**src/verilog/pwt_defs.svh**
```systemverilog
// Register offsets, codes, reset values and counts of the PWM compare timer.
`ifndef PWT_DEFS_SVH
`define PWT_DEFS_SVH

////////////////////////////////////////////////////////////////////////////////
`define PWT_ADR_MODE      8'h00
`define PWT_ADR_PERIOD    8'h04
`define PWT_ADR_DUTY      8'h08
`define PWT_ADR_STATUS    8'h0C
`define PWT_ADR_MASK      8'h10
`define PWT_ADR_COUNT     8'h14

`define PWT_RST_BYTE      8'h00
`define PWT_RST_STAT      2'h0
`define PWT_STAT_PERIOD   2'h1
`define PWT_STAT_DUTY     2'h2

////////////////////////////////////////////////////////////////////////////////
`define PWT_CKS_DIV1      3'h0
`define PWT_CKS_DIV4      3'h1
`define PWT_CKS_DIV16     3'h2
`define PWT_CKS_DIV64     3'h3
`define PWT_CKS_DIV4096   3'h4
`define PWT_CKS_RL128     3'h5

`define PWT_MD_PWM        2'h2

`define PWT_PRE_M4        2'h3
`define PWT_PRE_M16       4'hF
`define PWT_PRE_M64       6'h3F
`define PWT_PRE_M4096     12'hFFF
`define PWT_RL_M128       7'h7F

`define PWT_XFER_TICKS    2'h3

`endif

```
**src/verilog/pwt_pkg.sv**
```systemverilog
// Types shared by the PWM compare timer.
package pwt_pkg;

    typedef struct packed {
        logic       en;
        logic [2:0] cks;
        logic [1:0] md;
        logic       tolev;
        logic       toen;
    } pwt_mode_t;

    typedef enum logic {
        PWT_PH_PERIOD,
        PWT_PH_DUTY
    } pwt_phase_t;

    typedef struct packed {
        logic       active;
        logic       irq;
    } pwt_out_t;

endpackage

```
**src/verilog/pwt_timer.sv**
```systemverilog
// PWM compare timer with classic Wishbone register slave and match interrupt.
//
// What this block does
// Period register sets cycle, duty register width.
// Software keeps duty below period, both 8-bit.
// Enable bit starts counting; period compared first.
// Period match clears counter, requests, output active.
// Duty match: output inactive, compare period again.
// Cycle N+1 clocks, active width M+1.
// One count clock masked at start, output inactive.
// Stopping forces request and output inactive.
// Duty writes while running go to latch.
// Latched duty moves in on old-duty match.
// Transfer needs three count clocks after write.
// Match on new duty ends the pulse.
// Software rewrites duty while stopped, before every restart.
// Enable zero stops and clears the counter.
// Clock select picks prescaled or slow-oscillator clock.
// Mode bits not rewritten while enabled.
// Period not rewritten while counting.
// Match request lasts one count clock period.
// Output disabled holds inactive level, timer runs.
`timescale 1ns/100ps

`include "pwt_defs.svh"

module pwt_timer (
    input  wire logic       mclk_i,
    input  wire logic       rst_n_i,
    input  wire logic       wb_cyc_i,
    input  wire logic       wb_stb_i,
    input  wire logic       wb_we_i,
    input  wire logic [7:0] wb_adr_i,
    input  wire logic [3:0] wb_sel_i,
    input  wire logic [31:0] wb_dat_i,
    output logic      [31:0] wb_dat_o,
    output logic            wb_ack_o,
    input  wire logic       slow_osc_clk_i,
    output logic            pulse_output_pin_o,
    output logic            period_match_irq_o,
    output logic            irq_o
);
    import pwt_pkg::*;

    ////////////////////////////////////////////////////////////////////////////////
    // Register file and bus slave.

    pwt_mode_t  mode_q, mode_d;
    logic [7:0] period_q, period_d;
    logic [7:0] duty_lat_q, duty_lat_d;
    logic [1:0] stat_q, stat_d;
    logic [1:0] mask_q, mask_d;
    logic [31:0] rdat_q, rdat_d;
    logic       ack_q, ack_d;
    logic       bus_req;
    logic       bus_wr;
    logic       duty_wr;
    logic       duty_ev;
    logic       period_ev;
    logic [7:0] cnt_q;

    function automatic logic hit(input logic [7:0] adr, input logic [7:0] reg_adr);
        hit = (adr == reg_adr);
    endfunction

    assign bus_req = wb_cyc_i & wb_stb_i & ~ack_q;
    assign bus_wr  = bus_req & wb_we_i & wb_sel_i[0];
    assign duty_wr = bus_wr & hit(wb_adr_i, `PWT_ADR_DUTY);

    always_comb begin
        mode_d     = mode_q;
        period_d   = period_q;
        duty_lat_d = duty_lat_q;
        mask_d     = mask_q;
        stat_d     = stat_q;
        rdat_d     = rdat_q;
        ack_d      = bus_req;
        if (bus_req && !wb_we_i) begin
            rdat_d = 32'h0000_0000;
            if (hit(wb_adr_i, `PWT_ADR_MODE)) begin
                rdat_d[7:0] = mode_q;
            end
            if (hit(wb_adr_i, `PWT_ADR_PERIOD)) begin
                rdat_d[7:0] = period_q;
            end
            if (hit(wb_adr_i, `PWT_ADR_DUTY)) begin
                rdat_d[7:0] = duty_lat_q;
            end
            if (hit(wb_adr_i, `PWT_ADR_STATUS)) begin
                rdat_d[1:0] = stat_q;
                stat_d      = `PWT_RST_STAT;
            end
            if (hit(wb_adr_i, `PWT_ADR_MASK)) begin
                rdat_d[1:0] = mask_q;
            end
            if (hit(wb_adr_i, `PWT_ADR_COUNT)) begin
                rdat_d[7:0] = cnt_q;
            end
        end
        if (bus_wr) begin
            if (hit(wb_adr_i, `PWT_ADR_MODE)) begin
                mode_d = wb_dat_i[7:0];
            end
            // The period register is only meant to change while stopped.
            if (hit(wb_adr_i, `PWT_ADR_PERIOD)) begin
                period_d = wb_dat_i[7:0];
            end
            if (duty_wr) begin
                duty_lat_d = wb_dat_i[7:0];
            end
            if (hit(wb_adr_i, `PWT_ADR_MASK)) begin
                mask_d = wb_dat_i[1:0];
            end
        end
        // A new event wins over a clearing read in the same cycle.
        if (period_ev) begin
            stat_d = stat_d | `PWT_STAT_PERIOD;
        end
        if (duty_ev) begin
            stat_d = stat_d | `PWT_STAT_DUTY;
        end
    end

    always_ff @(posedge mclk_i) begin
        if (!rst_n_i) begin
            mode_q     <= `PWT_RST_BYTE;
            period_q   <= `PWT_RST_BYTE;
            duty_lat_q <= `PWT_RST_BYTE;
            mask_q     <= `PWT_RST_STAT;
            stat_q     <= `PWT_RST_STAT;
            rdat_q     <= 32'h0000_0000;
            ack_q      <= 1'b0;
        end else begin
            mode_q     <= mode_d;
            period_q   <= period_d;
            duty_lat_q <= duty_lat_d;
            mask_q     <= mask_d;
            stat_q     <= stat_d;
            rdat_q     <= rdat_d;
            ack_q      <= ack_d;
        end
    end

    assign wb_dat_o = rdat_q;
    assign wb_ack_o = ack_q;
    assign irq_o    = |(stat_q & mask_q);

    ////////////////////////////////////////////////////////////////////////////////
    // Count clock selection.

    logic [11:0] pre_q, pre_d;
    logic [6:0]  rl_div_q, rl_div_d;
    logic        rl_s1_q, rl_s2_q, rl_s3_q;
    logic        rl_edge;
    logic        tick;

    assign rl_edge = rl_s2_q & ~rl_s3_q;

    function automatic logic sel_tick(input logic [2:0] cks, input logic [11:0] pre,
                                      input logic [6:0] rl_div, input logic rl_e);
        case (cks)
            `PWT_CKS_DIV1:    sel_tick = 1'b1;
            `PWT_CKS_DIV4:    sel_tick = (pre[1:0] == `PWT_PRE_M4);
            `PWT_CKS_DIV16:   sel_tick = (pre[3:0] == `PWT_PRE_M16);
            `PWT_CKS_DIV64:   sel_tick = (pre[5:0] == `PWT_PRE_M64);
            `PWT_CKS_DIV4096: sel_tick = (pre == `PWT_PRE_M4096);
            `PWT_CKS_RL128:   sel_tick = rl_e && (rl_div == `PWT_RL_M128);
            default:          sel_tick = 1'b0;
        endcase
    endfunction

    // Prohibited select codes simply never produce a count clock.
    assign tick = sel_tick(mode_q.cks, pre_q, rl_div_q, rl_edge);

    always_comb begin
        pre_d    = pre_q + 12'h001;
        rl_div_d = rl_edge ? rl_div_q + 7'h01 : rl_div_q;
    end

    always_ff @(posedge mclk_i) begin
        if (!rst_n_i) begin
            pre_q    <= 12'h000;
            rl_div_q <= 7'h00;
            rl_s1_q  <= 1'b0;
            rl_s2_q  <= 1'b0;
            rl_s3_q  <= 1'b0;
        end else begin
            pre_q    <= pre_d;
            rl_div_q <= rl_div_d;
            rl_s1_q  <= slow_osc_clk_i;
            rl_s2_q  <= rl_s1_q;
            rl_s3_q  <= rl_s2_q;
        end
    end

    ////////////////////////////////////////////////////////////////////////////////
    // Counter, compare phase, output and match request.

    logic [7:0] cnt_d;
    logic [7:0] duty_q, duty_d;
    logic       pend_q, pend_d;
    logic [1:0] age_q, age_d;
    logic       started_q, started_d;
    logic       toggle_q, toggle_d;
    pwt_phase_t phase_q, phase_d;
    pwt_out_t   out_q, out_d;
    logic       pin_q, pin_d;
    logic       is_pwm;
    logic       per_hit;
    logic       duty_hit;

    assign is_pwm   = (mode_q.md == `PWT_MD_PWM);
    assign per_hit  = started_q && (cnt_q == period_q) && (!is_pwm || phase_q == PWT_PH_PERIOD);
    assign duty_hit = started_q && is_pwm && (phase_q == PWT_PH_DUTY) && (cnt_q == duty_q);
    assign period_ev = tick && mode_q.en && per_hit;
    assign duty_ev   = tick && mode_q.en && duty_hit;

    always_comb begin
        cnt_d     = cnt_q;
        duty_d    = duty_q;
        pend_d    = pend_q;
        age_d     = age_q;
        started_d = started_q;
        toggle_d  = toggle_q;
        phase_d   = phase_q;
        out_d     = out_q;
        if (!mode_q.en) begin
            cnt_d     = 8'h00;
            started_d = 1'b0;
            toggle_d  = 1'b0;
            phase_d   = PWT_PH_PERIOD;
            out_d     = '0;
            pend_d    = 1'b0;
        end else if (tick) begin
            out_d.irq = 1'b0;
            if (!started_q) begin
                started_d = 1'b1;
            end else if (per_hit) begin
                cnt_d      = 8'h00;
                out_d.irq  = 1'b1;
                toggle_d   = ~toggle_q;
                if (is_pwm) begin
                    out_d.active = 1'b1;
                    phase_d      = PWT_PH_DUTY;
                end else begin
                    out_d.active = ~toggle_q;
                end
            end else if (duty_hit) begin
                // Counter keeps running to the period, so width is M+1 of N+1.
                cnt_d        = cnt_q + 8'h01;
                out_d.active = 1'b0;
                phase_d      = PWT_PH_PERIOD;
                if (pend_q && age_q == `PWT_XFER_TICKS) begin
                    duty_d = duty_lat_q;
                    pend_d = 1'b0;
                end
            end else begin
                cnt_d = cnt_q + 8'h01;
            end
            if (pend_q && age_q != `PWT_XFER_TICKS) begin
                age_d = age_q + 2'h1;
            end
        end
        if (duty_wr) begin
            // A write restarts the settling count, so a near match will not transfer.
            age_d  = 2'h0;
            pend_d = mode_q.en;
            if (!mode_q.en) begin
                duty_d = wb_dat_i[7:0];
            end
        end
        // Pin drives inactive level when disabled; counting continues.
        pin_d = mode_q.toen ? (out_d.active ^ mode_q.tolev) : mode_q.tolev;
    end

    always_ff @(posedge mclk_i) begin
        if (!rst_n_i) begin
            cnt_q     <= 8'h00;
            duty_q    <= `PWT_RST_BYTE;
            pend_q    <= 1'b0;
            age_q     <= 2'h0;
            started_q <= 1'b0;
            toggle_q  <= 1'b0;
            phase_q   <= PWT_PH_PERIOD;
            out_q     <= '0;
            pin_q     <= 1'b0;
        end else begin
            cnt_q     <= cnt_d;
            duty_q    <= duty_d;
            pend_q    <= pend_d;
            age_q     <= age_d;
            started_q <= started_d;
            toggle_q  <= toggle_d;
            phase_q   <= phase_d;
            out_q     <= out_d;
            pin_q     <= pin_d;
        end
    end

    assign pulse_output_pin_o = pin_q;
    assign period_match_irq_o = out_q.irq;

endmodule // pwt_timer

```
**config.mk**
```make
export PLATFORM = sky130hd
export DESIGN_NAME = pwt_timer
export DESIGN_NICKNAME = d
export VERILOG_FILES = /design/src/verilog/pwt_pkg.sv /design/src/verilog/pwt_timer.sv
export VERILOG_INCLUDE_DIRS = /design/src /design/src/verilog
export SDC_FILE = /design/constraint.sdc
export NUM_CORES = 1
export LEC_CHECK = 0
export CAP_MARGIN = 20
export CELL_PAD_IN_SITES_DETAIL_PLACEMENT = 1
export CELL_PAD_IN_SITES_GLOBAL_PLACEMENT = 1
export CORE_MARGIN = 10
export CORE_UTILIZATION = 50
export CTS_CLUSTER_SIZE = 14
export DETAILED_ROUTE_END_ITERATION = 10
export DONT_BUFFER_PORTS = 1
export GPL_ROUTABILITY_DRIVEN = 0
export HOLD_SLACK_MARGIN = 0.1
export MAX_ROUTING_LAYER = met4
export PLACE_DENSITY = 0.95
export SYNTH_ARGS = -nofsm -noshare
export SYNTH_HDL_FRONTEND = slang
export SYNTH_SLANG_ARGS = --single-unit
```
**constraint.sdc**
```tcl
create_clock -name mclk_i -period 5.5 [get_ports mclk_i]
set_input_delay 1.1 -clock mclk_i [delete_from_list [all_inputs] [get_ports mclk_i]]
set_output_delay 1.1 -clock mclk_i [all_outputs]
set_load 0.01 [all_outputs]
```
## Word level (Yosys, flattened, before mapping)

Cells that the tools add are included.

- $add $sub $neg: 4
- Equal/unequal tests: 26
- Muxes and demuxes: 38
- Bitwise operators: 13
- Reductions and logical operators: 30

Operators with widths:

| operator | number |
|---|---|
| 8-bit two-way mux | 13 |
| 8-bit by 4-bit equality test with 1-bit output, second input constant | 2 |
| 8-bit by 5-bit equality test with 1-bit output, second input constant | 2 |
| 8-bit equality test | 2 |
| 1-bit two-way mux | 16 |
| 2-bit two-way mux | 8 |
| 12-bit by 1-bit adder with 12-bit output, second input constant | 1 |
| 12-bit equality test, second input constant | 1 |
| 1-bit logical AND | 12 |
| 3-bit by 1-bit inequality test with 1-bit output, second input constant | 4 |
| 2-bit AND reduction | 6 |
| 8-bit by 1-bit adder with 8-bit output, second input constant | 1 |
| 8-bit by 3-bit equality test with 1-bit output, second input constant | 1 |
| 8-bit zero test | 1 |
| 7-bit by 1-bit adder with 7-bit output, second input constant | 1 |
| 7-bit equality test, second input constant | 1 |
| 1-bit AND | 6 |
| 2-bit equality test, second input constant | 3 |
| 3-bit by 2-bit equality test with 1-bit output, second input constant | 2 |
| 3-bit equality test, second input constant | 2 |
| 6-bit equality test, second input constant | 1 |
| 1-bit one-hot mux with 6 select lines | 1 |
| 3-bit AND reduction | 2 |
| 1-bit inverter | 5 |
| other kinds (14) | 17 |

- Register bits after elaboration: 84
- Output and inout port bits: 36
- Word-level logic and storage cells: 137

## Logic depth before layout (Yosys ltp)

Gate-level depths: netlist of the first run.

- Depth in word-level cells: 11
- Mapped depth: 9
- Gate-level depth less buffers: 7

## Least setup slack after synthesis of the first run

Ideal clock, no wire load.

- Path kind: in2reg
- Start: input wb_adr_i[5]
- End: register duty_q[0]
- Setup time: 0.128 ns
- Arrival time: 2.661 ns
- Required time: 5.372 ns
- Setup slack: 2.711 ns
- Cell stages on the path: 6
- Path buffers: 0
- Cells stage by stage: or4_4 -> or3_1 -> or3_1 -> nand2b_4 -> o21ai_1 -> a21oi_1

- Longest elaborated chain between the ends: 3

RTL lines:

| what | line | source |
|---|---|---|
| start: declaration | pwt_timer.sv:33 | `input wire logic [7:0] wb_adr_i,` |
| 8-bit by 4-bit equality test with 1-bit output | pwt_timer.sv:63 | `hit = (adr == reg_adr);` |
| 1-bit AND | pwt_timer.sv:68 | `` assign duty_wr = bus_wr & hit(wb_adr_i, `PWT_ADR_DUTY); `` |
| 8-bit two-way mux | pwt_timer.sv:264 | `if (duty_wr) begin` |
| end signal: assignment | pwt_timer.sv:279 | `` duty_q <= `PWT_RST_BYTE; `` |
| end signal: assignment | pwt_timer.sv:289 | `duty_q <= duty_d;` |
| end: declaration | pwt_timer.sv:200 | `logic [7:0] duty_q, duty_d;` |

Every way passes these cells.
A chain may end at the register's enable or synchronous reset.

## Final worst setup path of the first run

- Start: input wb_adr_i[5]
- End: register duty_lat_q[7]

- Longest elaborated chain between the ends: 3

RTL lines:

| what | line | source |
|---|---|---|
| 8-bit by 4-bit equality test with 1-bit output | pwt_timer.sv:63 |  |
| 1-bit AND | pwt_timer.sv:68 |  |
| 2-bit AND reduction (no line) | n/a |  |
| end signal: assignment | pwt_timer.sv:128 | `` duty_lat_q <= `PWT_RST_BYTE; `` |
| end signal: assignment | pwt_timer.sv:136 | `duty_lat_q <= duty_lat_d;` |
| end: declaration | pwt_timer.sv:50 | `logic [7:0] duty_lat_q, duty_lat_d;` |

Every way passes these cells.

==> results of run 1 <==
worst min path at each step:
stage	end	cells after the start
after global routing	rl_s2_q	1
after CTS	rl_s2_q	1
after global placement	rl_s2_q	1
final	rl_s2_q	1
after detailed placement	rl_s2_q	1
after floorplan	rl_s2_q	1
cell type report:
| type | instances | area (sq um) |
|---|---|---|
| fill | 968 | 3850 |
| multi-input combinational | 374 | 2240 |
| sequential | 84 | 1680 |
| tap | 105 | 131 |
| clock buffer | 9 | 124 |
| clock inverter | 7 | 75.1 |
| inverter | 7 | 26.3 |
| timing repair buffer | 1 | 7.51 |
per-layer routing:
layer / vias up / global-route usage, % / part of all wire (%)
li1: 1605 / - / -
met1: 1740 / 22.6 / 39
met2: 173 / 33.1 / 49
met3: 41 / 4.82 / 8.5
met4: 0 / 10.2 / 3.2
met5: - / - / 0
cells by family (layout without fill, tap and decap cells):
logic type | after synthesis | in the layout | synth area share (%)
buf+inv | 56 | 24 | 7.68
flops | 84 | 84 | 40.5
mux | 19 | 19 | 5.18
fa+ha+maj | 4 | 4 | 1.20
simple gates | 199 | 199 | 24.2
other cells | 1 | 24 | 0.0903
xor+xnor | 38 | 38 | 8.01
compound gates | 90 | 90 | 13.1
power by group through the flow:
stage                     sequential (W)  clock [W]  combinational (W)
after floorplan                 0.000631          0          0.0000465
after global placement          0.000632          0          0.0000316
after detailed placement        0.000632          0          0.0000336
after CTS                       0.000618   0.000458          0.0000342
after global routing            0.000619   0.000481          0.0000392
final                           0.000617   0.000452          0.0000350
state kept, by name (all words and copies together) (netlist names), 2 cells and up:
register and cells:
age_q 2, cnt_q 8, duty_lat_q 8, duty_q 8, mask_q 2, mode_q 8, period_q 8, pre_q 12
rl_div_q 7, stat_q 2, wb_dat_o 8
synthesized netlist by cell type (all sizes together), types with 3 or more instances:
| master | instances | area (sq um) |
|---|---|---|
| a311oi | 3 | 26.3 |
| or3 | 6 | 37.5 |
| dfxtp | 84 | 1680 |
| and3 | 6 | 37.5 |
| and4 | 3 | 27.5 |
| nand2 | 77 | 289 |
| a22o | 5 | 43.8 |
| xnor2 | 6 | 52.6 |
| nor2 | 40 | 150 |
| xor2 | 32 | 280 |
| mux2i | 17 | 170 |
| nand4 | 10 | 62.6 |
| clkbuf | 18 | 68.8 |
| inv | 7 | 26.3 |
| ha | 4 | 50.1 |
| buf | 31 | 224 |
| o211ai | 4 | 30.0 |
| a21oi | 44 | 220 |
| nand2b | 10 | 77.6 |
| nor2b | 6 | 37.5 |
| nor3 | 9 | 60.1 |
| a221oi | 3 | 26.3 |
| nand3 | 12 | 60.1 |
| o21ai | 22 | 110 |
| and2 | 8 | 50.1 |
| nor4 | 3 | 18.8 |
per-stage QoR:
stage / hold slack [ns] / total power, W
after floorplan: 0.412 / 0.000677
after global placement: 0.424 / 0.000663
after detailed placement: 0.428 / 0.000666
after CTS: 0.455 / 0.00111
after global routing: 0.473 / 0.00114
final: 0.451 / 0.00110
worst max-delay path, stage by stage:
cell      delay, ns
or4_4          0.55
nor3_2         0.39
nand2b_1       0.30
nor2_1         0.57
nand2_1        0.16
a21oi_1        0.20
==> impl_results.md, run 1 <==
- Final Hold Viols: 0
- Initial antenna violation count: 0
- Hold bufs inserted after CTS: 0
- Clock power share: 40.9%
- Library cells used by synthesis: just under 50
- Pwr Density: 258 nW/um^2
- Router iterations before antenna repair: 5
- Gr ovfl total: 0
- Post-Route Setup TNS: 0 ns
- Syn avg cell area: between 8 and 9 sq um
- Synthesis-stage register bit count: 84
- CTS Buf Count: 9
- Std cell rows: 33
- Final Cell Area: 4290 sq um
- Switching power: between 0.0002 and 0.0003 W
- Fin. max-slew vios: 0
- Layout cell share with drive strength beyond 1: a little over 7%
- CP Class: input port to flop
- IO buf count: 0
- WP data required: between 5 and 6 ns
- Part of the power in registers: 55.9%
- Vias in the first global route: 3,854
- Most frequent cells in the layout: 84 x dfxtp_1, 77 x nand2_1, 44 x a21oi_1, 40 x nor2_1, 32 x xor2_1
- DRC: 0
- R2r setup slk: between 2 and 3 ns
- Fmax: between 300 and 400 MHz
- Total GRT Usage: 20.3%
- RSZ-0062 raised after global routing: no
- Final setup violation count: 0
- Slew headroom: ~38%
- Routed WL: approximately 12,000 um
- Reg2reg end: duty_q[5]
- Hpwl dp: a little under 9000 um
- Setup crit start: wb_adr_i[5]
- Clock buffer depth: 2
- Post-route ant nets: 0
- Post-DP Area: ~4100 sq um
- Async SR Flop Fraction: 0%
- Core ar.: 8130 sq um
- Placed insts: 570
- Crit end category: flop
- Worst vdd ir: between 100 and 150 uV
- Via density: 6.06
- Worst EP arrival: ~3.3 ns
- Via count: around 3.6k
- Outcome: completed
- Leak: roughly 1.6 nW
- Cell count after synthesis: just under 500
- CP endpoint: duty_lat_q[7]
- Commonest non-fill, non-tap cell in the layout: dfxtp_1
- Avg WL per Cell: around 21 um
- Post-synthesis sequential area ratio: approximately 40%
- Cell internal pwr: approximately 0.00084 W
- Hold path start: rl_s1_q
- Switch share: roughly a quarter
- H-tree depth: 3
- DP Worst Slack: 2.26 ns
- Tightest Pin Transition: between 0.9 and 1 ns
- Final Skew: between 0.006 and 0.007 ns
- Core Util, Final: a little over half
- CTS tree: yes
- Final worst slack: approximately 2.5 ns
- Max_cap viols: 0
- Post-synth EDFFs: 0
- Post-CTS Setup Inserts: 0
- CTS root buffer: clkbuf_8
- Initial drt markers: around 240
- R2R depth: 7
- Startpoint types: input port
- Ports: 86
- Post-Layout Cell Count: 587
- Post-Syn Area: just over 4000 sq um
- Final period utilization: a little over half
- Min-delay worst type: flop to flop
- Fin crit period: 3.00 ns
- Top FF cell, synth: dfxtp_1
- Synth warn: 0
- Die Y: 111 um
- CTS Sinks: 84
- Comb power frac: approximately 3.2%
- First-pass GRT wire length: slightly above 20,000 um
- Worst-Skew Late Latency: 0.36 ns
- Die X: around 110 um
- Largest net degree at the start of global routing: 54
- CP Max Fanout: 8
- Starting Density: 51.1%
- Antenna diode count: 0
- Die area: roughly 12,000 sq um
- NumNets Final: ~530
- P&R area growth vs syn: 3.16%
- Post-CTS sizing: 0
- R2R Path Start: rl_s2_q
- Worst-path clk slew: about 0.090 ns
Power figures use the tool's default switching activity.
==> run 2, diff against run 1 <==
--- a/config.mk
+++ b/config.mk
@@ -6,18 +6,19 @@
 export SDC_FILE = /design/constraint.sdc
 export NUM_CORES = 1
 export LEC_CHECK = 0
+export ABC_AREA = 1
 export CAP_MARGIN = 20
 export CELL_PAD_IN_SITES_DETAIL_PLACEMENT = 1
 export CELL_PAD_IN_SITES_GLOBAL_PLACEMENT = 1
 export CORE_MARGIN = 10
-export CORE_UTILIZATION = 50
+export CORE_UTILIZATION = 40
 export CTS_CLUSTER_SIZE = 14
 export DETAILED_ROUTE_END_ITERATION = 10
 export DONT_BUFFER_PORTS = 1
 export GPL_ROUTABILITY_DRIVEN = 0
 export HOLD_SLACK_MARGIN = 0.1
 export MAX_ROUTING_LAYER = met4
-export PLACE_DENSITY = 0.95
+export PLACE_DENSITY = 0.86
 export SYNTH_ARGS = -nofsm -noshare
 export SYNTH_HDL_FRONTEND = slang
 export SYNTH_SLANG_ARGS = --single-unit
==> constraint.sdc (replaced) <==
create_clock -name mclk_i -period 2.6 [get_ports mclk_i]
set_input_delay 0.52 -clock mclk_i [delete_from_list [all_inputs] [get_ports mclk_i]]
set_output_delay 0.52 -clock mclk_i [all_outputs]
set_load 0.01 [all_outputs]
==> run 2 against run 1 <==
  * Worst setup slack got worse by 2.1 ns
  * Die area rose by 27%
  * Critical path type is now flop to flop
  * Core utilization fell by 9.3 points
  * Synthesized cell count rose by 32%
  * Clock skew rose by 0.0049 ns
  * Via count rose by 18%
  * Final cell count rose by 34%
  * Global-route usage fell by 2.5 points
  * Largest power group unchanged
==> impl_results.md, run 2 <==
- Outcome: completed
- RSZ-0062 raised after global routing: no
- Hold path start: slow_osc_clk_i
- Ports: 86 (unchanged)
- Die area: 15,600 sq um (+27%)
- Tightest Pin Transition: 0.591 ns (-0.343 ns)
- Pwr Density: 561 nW/um^2 (+120%)
- Initial drt markers: 243 (+3.0%)
- CTS tree: yes
- Worst-Skew Late Latency: 0.37 ns (about the same)
- Crit end category: flop
- P&R area growth vs syn: 6.43%
- Synthesis-stage register bit count: 84 (unchanged)
- Post-CTS Setup Inserts: 0 (unchanged)
- Hold bufs inserted after CTS: 0 (unchanged)
- Hpwl dp: 10,400 um (+19%)
- Largest net degree at the start of global routing: 50 (-7.4%)
- Via density: 5.34 (-12%)
- Most frequent cells in the layout: 139 x nand2_1, 84 x inv_1, 84 x dfxtp_1, 58 x nor2_1, 58 x o21ai_0
- Top post-synthesis cells by count: 139 x nand2_1, 84 x dfxtp_1, 84 x inv_1, 58 x nor2_1, 58 x o21ai_0
- Top post-synthesis cells by area: dfxtp_1 38%, nand2_1 12%, inv_1 7.1%, o21ai_0 6.6%, a21oi_1 6.5%
- NumNets Final: 697 (+31%)
- Max_cap viols: 0 (unchanged)
- Commonest non-fill, non-tap cell in the layout: nand2_1
- Post-route ant nets: 0 (unchanged)
- Largest register FFs: 12 (unchanged)
- Post-CTS sizing: 0 (unchanged)
- Die X: 125 um (+13%)
- Layout cell share with drive strength beyond 1: 7.73% (+0.67 points)
- First-pass GRT wire length: 22,400 um (+10%)
- CP Class: flop to flop
- Worst vdd ir: 301 uV (+100%)
- Cell count after synthesis: 646 (+32%)
- CP Max Fanout: 6 (-2)
- Std cell rows: 38 (+15%)
- Post-Syn Area: 4410 sq um (+6.3%)
- Die Y: 125 um (+13%)
- Router iterations before antenna repair: 5 (unchanged)
- Synth top area share: 38.1% (-2.4 points)
- Fill count: 1,463 (+51%)
- Synth warn: 0 (unchanged)
- Syn avg cell area: 6.83 sq um (-19%)
- Async SR Flop Fraction: 0% (unchanged)
- Top FF cell, synth: dfxtp_1
- H-tree depth: 3 (unchanged)
- Post-synth EDFFs: 0 (unchanged)
- Fin crit period: ~2.2 ns
- WP data required: 2.88 ns (-2.90 ns)
- Post-Route Setup TNS: 0 ns (unchanged)
- Min-delay worst type: input port to flop
- Core ar.: 10,800 sq um (+33%)
- WHS: 0.252 ns (-0.199 ns)
- Synth area leader: dfxtp_1
- Startpoint types: flop
- Via count: 4,207 (+18%)
- Fin. max-slew vios: 0 (unchanged)
- Worst-path clk slew: 0.09 ns (about the same)
- Setup crit start: cnt_q[1]
- Final Hold Viols: 0 (unchanged)
- Avg WL per Cell: 17.5 um (-16%)
- Leak: 1.91 nW (+21%)
- Vias in the first global route: 4,295 (+11%)
- Initial antenna violation count: 1 (+1)
- R2R Path Start: cnt_q[1]
- Top-count cell post-synth: nand2_1
- Final setup violation count: 0 (unchanged)
- CTS Buf Count: 9 (unchanged)
- CTS root buffer: clkbuf_8
- Post-synthesis sequential area ratio: 38.1% (-2.4 points)
- Slew headroom: 60.6% (+23 points)
- Worst EP arrival: 2.51 ns (-0.77 ns)
- Clock buffer depth: 2 (unchanged)
- DR top layer: met4
- Library cells used by synthesis: 39 (-20%)
- Total GRT Usage: 17.8% (-2.5 points)
- Fmax: 448 MHz
- Gr ovfl total: 0 (unchanged)
- Starting Density: 40.7% (-10 points)
- Largest register by flop count: pre_q
- DRC: 0 (unchanged)
- Final period utilization: 85.9%
- CTS Sinks: 84 (unchanged)
- Final Skew: 0.0112 ns (+0.00492 ns)
- Routed WL: 13,800 um (+12%)
- WL met1: 5620 um (+16%)
- Met3 WL: 805 um (-23%)
- Met2 WL: 7070 um (+17%)
- IO buf count: 0 (unchanged)
run 2: path summary, 6_finish.rpt:
kind | endpoint | slack (ns) | depth (start not counted)
setup / recovery | duty_q[3] | 0.37 | 11
hold / removal | rl_s1_q | 0.25 | 2
setup reg to reg | duty_q[3] | 0.37 | 11
hold reg to reg | rl_s2_q | 0.42 | 2
run 2: through the flow:
step	util [%]	area (sq um)	total power, W	setup WS [ns]	std cells
after floorplan	-	4500	0.00144	0.843	669
after global placement	40.9	4430	0.00142	0.504	772
after detailed placement	40.9	4430	0.00142	0.450	772
after CTS	43.3	4700	0.00265	0.418	787
after global routing	43.3	4700	0.00272	0.162	788
final	43.3	4700	0.00263	0.367	788
run 2: layout make-up:
cell class,count,area [sq um],share of cell area (%)
clock inverters,6,138,2.93
diodes,1,2.50,0.0533
multi-input cells,450,2190,46.7
well taps,140,175,3.73
repair buffers,4,30.0,0.639
clock buffers,9,124,2.64
flip-flops and latches,84,1680,35.8
inverters,94,353,7.51
run 2: cells by family after synthesis:
| family | share of synthesized area, % |
|---|---|
| other cells | 0.0850 |
| xor+xnor | 1.79 |
| buf+inv | 14.1 |
| fa+ha+maj | 1.13 |
| simple gates | 28.0 |
| flops | 38.1 |
| compound gates | 16.8 |
run 2: worst max-delay path, cell delays in order, from the launching register on:
cell	delay, ns
dfxtp_1	0.51
inv_1	0.18
nand2_1	0.10
o21ai_0	0.09
nor3_1	0.22
nand2_1	0.20
inv_1	0.25
nand2_1	0.27
nand2_1	0.15
nand3_1	0.07
nand2_1	0.06
inv_1	0.04
run 2: per-layer routing:
layer | vias to the layer above | GRT usage (%)
li1 | 2027 | -
met1 | 2042 | 19.8
met2 | 112 | 30.4
met3 | 26 | 4.48
met4 | 0 | 5.76
met5 | - | -
run 2: power by group:
part | total [W] | internal, W | leakage [nW] | switching, W
logic | 0.0000822 | 0.0000242 | 1.10 | 0.0000581
clock network | 0.00124 | 0.000733 | 0.129 | 0.000506
registers | 0.00131 | 0.00130 | 0.679 | 0.0000129
total | 0.00263 | 0.00206 | 1.91 | 0.000577
==> run 3, diff against run 2 <==
--- a/config.mk
+++ b/config.mk
@@ -11,14 +11,14 @@
 export CELL_PAD_IN_SITES_DETAIL_PLACEMENT = 1
 export CELL_PAD_IN_SITES_GLOBAL_PLACEMENT = 1
 export CORE_MARGIN = 10
-export CORE_UTILIZATION = 40
+export CORE_UTILIZATION = 45
 export CTS_CLUSTER_SIZE = 14
 export DETAILED_ROUTE_END_ITERATION = 10
 export DONT_BUFFER_PORTS = 1
 export GPL_ROUTABILITY_DRIVEN = 0
 export HOLD_SLACK_MARGIN = 0.1
 export MAX_ROUTING_LAYER = met4
-export PLACE_DENSITY = 0.86
+export PLACE_DENSITY = 0.91
 export SYNTH_ARGS = -nofsm -noshare
 export SYNTH_HDL_FRONTEND = slang
 export SYNTH_SLANG_ARGS = --single-unit
==> constraint.sdc (replaced) <==
create_clock -name mclk_i -period 2.25 [get_ports mclk_i]
set_input_delay 0.45 -clock mclk_i [delete_from_list [all_inputs] [get_ports mclk_i]]
set_output_delay 0.45 -clock mclk_i [all_outputs]
set_load 0.01 [all_outputs]
==> run 3 against run 2 <==
  * Register-to-register slack got worse by 0.19 ns
  * Sequential cell count is the same
  * Final cell count unchanged
  * Highest routed layer unchanged
  * Maximum frequency rose by 7.7%
==> impl_results.md, run 3 (synthesis results as in run 2) <==
- Hpwl dp: 10,400 um (-0.60%)
- Clock buffer depth: 2 (unchanged)
- Largest net degree at the start of global routing: 50 (unchanged)
- DP Worst Slack: 0.145 ns (-0.305 ns)
- Ports: 86 (unchanged)
- Fmax: 482 MHz (+7.7%)
- Fin crit period: 2.07 ns (-0.159 ns)
- R2r setup slk: 0.18 ns (-0.19 ns)
- Post-Route Setup TNS: 0 ns (unchanged)
- Final period utilization: 92.2% (+6.3 points)
- Setup crit start: pre_q[0]
- Most frequent cells in the layout: 137 x nand2_1, 84 x inv_1, 84 x dfxtp_1, 58 x nor2_1, 58 x o21ai_0
- Final Skew: 0.0148 ns (+0.00369 ns)
- Worst-path cell chain: ha_4, nand3_2, inv_2, nand3_2, o21ai_2, nand2_2, nand2_4, nand2_4, nor2_4, nand2_2, nand2_1, nand3_1, nand2_1, inv_1
- Max_cap viols: 0 (unchanged)
- Via density: 5.47 (+2.5%)
- Critical path's top delay family: simple AND/OR/NAND/NOR gates
- Min-delay worst type: input port to flop
- CTS Sinks: 84 (unchanged)
- Post-route ant nets: 0 (unchanged)
- Largest register by flop count: pre_q
- Hold bufs inserted after CTS: 0 (unchanged)
- Vias in the first global route: 4,401 (+2.5%)
- Startpoint types: flop
- Worst vdd ir: 385 uV (+28%)
- Worst-Skew Late Latency: 0.37 ns (about the same)
- Die X: 119 um (-4.8%)
- CTS root buffer: clkbuf_8
- Outcome: completed
- Fin. max-slew vios: 0 (unchanged)
- IO buf count: 0 (unchanged)
- Slowest cell on crit path: dfxtp_1
- First-pass GRT wire length: 22,500 um (+0.53%)
- Die area: 14,200 sq um (-9.4%)
- RSZ-0062 raised after global routing: no
- Final Hold Viols: 0 (unchanged)
- Avg WL per Cell: 17.8 um (+1.7%)
- NumNets Final: 702 (+0.72%)
- Total GRT Usage: 20.0% (+2.2 points)
- Crit end category: flop
- Pwr Density: 573 nW/um^2 (+2.1%)
- Router iterations before antenna repair: 5 (unchanged)
- Initial drt markers: 284 (+17%)
- Final setup violation count: 0 (unchanged)
- Tightest Pin Transition: 0.577 ns (-0.0132 ns)
- WP data required: 2.53 ns (-0.35 ns)
- Die Y: 119 um (-4.8%)
- Std cell rows: 36 (-5.3%)
- Via count: 4,311 (+2.5%)
- Worst-path clk slew: 0.09 ns (about the same)
- Leak: 1.90 nW (-0.20%)
- P&R area growth vs syn: 6.07%
- DRC: 0 (unchanged)
- CP Max Fanout: 7 (+1)
- Final worst slack: 0.177 ns (-0.191 ns)
- Slew headroom: 61.5% (+0.88 points)
- Final Power: 0.00268 W (+1.8%)
- Largest register FFs: 12 (unchanged)
- Worst EP arrival: 2.36 ns (-0.15 ns)
- Core ar.: 9680 sq um (-11%)
- H-tree depth: 3 (unchanged)
- Hold path start: slow_osc_clk_i
- CP Class: flop to flop
- CTS Buf Count: 9 (unchanged)
- Starting Density: 45.6% (+4.9 points)
- Crit-path max cell delay: 0.41 ns (-0.10 ns)
- Commonest non-fill, non-tap cell in the layout: nand2_1
- R2R Path Start: pre_q[0]
- Buf/Inv on CP: 2 (-1)
- CTS tree: yes
- Layout cell share with drive strength beyond 1: 9.04% (+1.3 points)
- Initial antenna violation count: 1 (unchanged)
- Gr ovfl total: 0 (unchanged)
- Routed WL: 14,000 um (+1.7%)
==> run 3: cell type report <==
cell class / instances / area, sq um
diodes: 2 / 5.00
flip-flops and latches: 84 / 1680
inverters: 94 / 353
clock inverters: 6 / 51.3
fillers: 1292 / 5000
multi-input cells: 450 / 2220
clock buffers: 10 / 138
well taps: 133 / 166
repair buffers: 9 / 67.6
==> run 3: worst paths after layout <==
kind | endpoint | cells past startpoint
min | rl_s1_q | 2
max reg2reg | duty_q[4] | 14
max | duty_q[4] | 14
min reg2reg | rl_s3_q | 2
==> run 3: power breakdown <==
group	internal (W)	switching, W	total [W]
registers	0.00150	0.0000164	0.00152
logic	0.0000299	0.0000689	0.0000988
clock network	0.000451	0.000613	0.00106
total	0.00198	0.000698	0.00268
==> run 3: what timing repair did <==
| item | CTS | global route |
|---|---|---|
| hold endpoints to repair | 0 | 0 |
| endpoints found under the setup margin | 0 | 13 |
| buffers inserted | 0 | 3 |
| gates resized for setup | 0 | 5 |
==> run 3: stage by stage <==
step | util, % | instances | instance area, sq um | hold WS [ns]
after global routing | 48.3 | 787 | 4680 | 0.172
after global placement | 45.9 | 767 | 4440 | 0.417
final | 48.3 | 788 | 4680 | 0.165
after floorplan | - | 669 | 4500 | 0.390
after detailed placement | 45.9 | 767 | 4440 | 0.439
after CTS | 47.8 | 783 | 4630 | 0.161
==> run 3: worst register-to-register path, cell delays in order (launching register included) <==
cell and delay (ns):
dfxtp_1 0.41, ha_4 0.18, nand3_2 0.10, inv_2 0.13, nand3_2 0.12, o21ai_2 0.14
nand2_2 0.11, nand2_4 0.09, nand2_4 0.11, nor2_4 0.12, nand2_2 0.15, nand2_1 0.11
nand3_1 0.09, nand2_1 0.11, inv_1 0.04
==> run 3: metal layers <==
metal	global-route usage (%)	vias up	share of wire, %
li1	-	2048	-
met1	21.2	2120	39
met2	34.9	109	52
met3	6.05	34	6.5
met4	6.49	0	2.4
met5	-	-	0
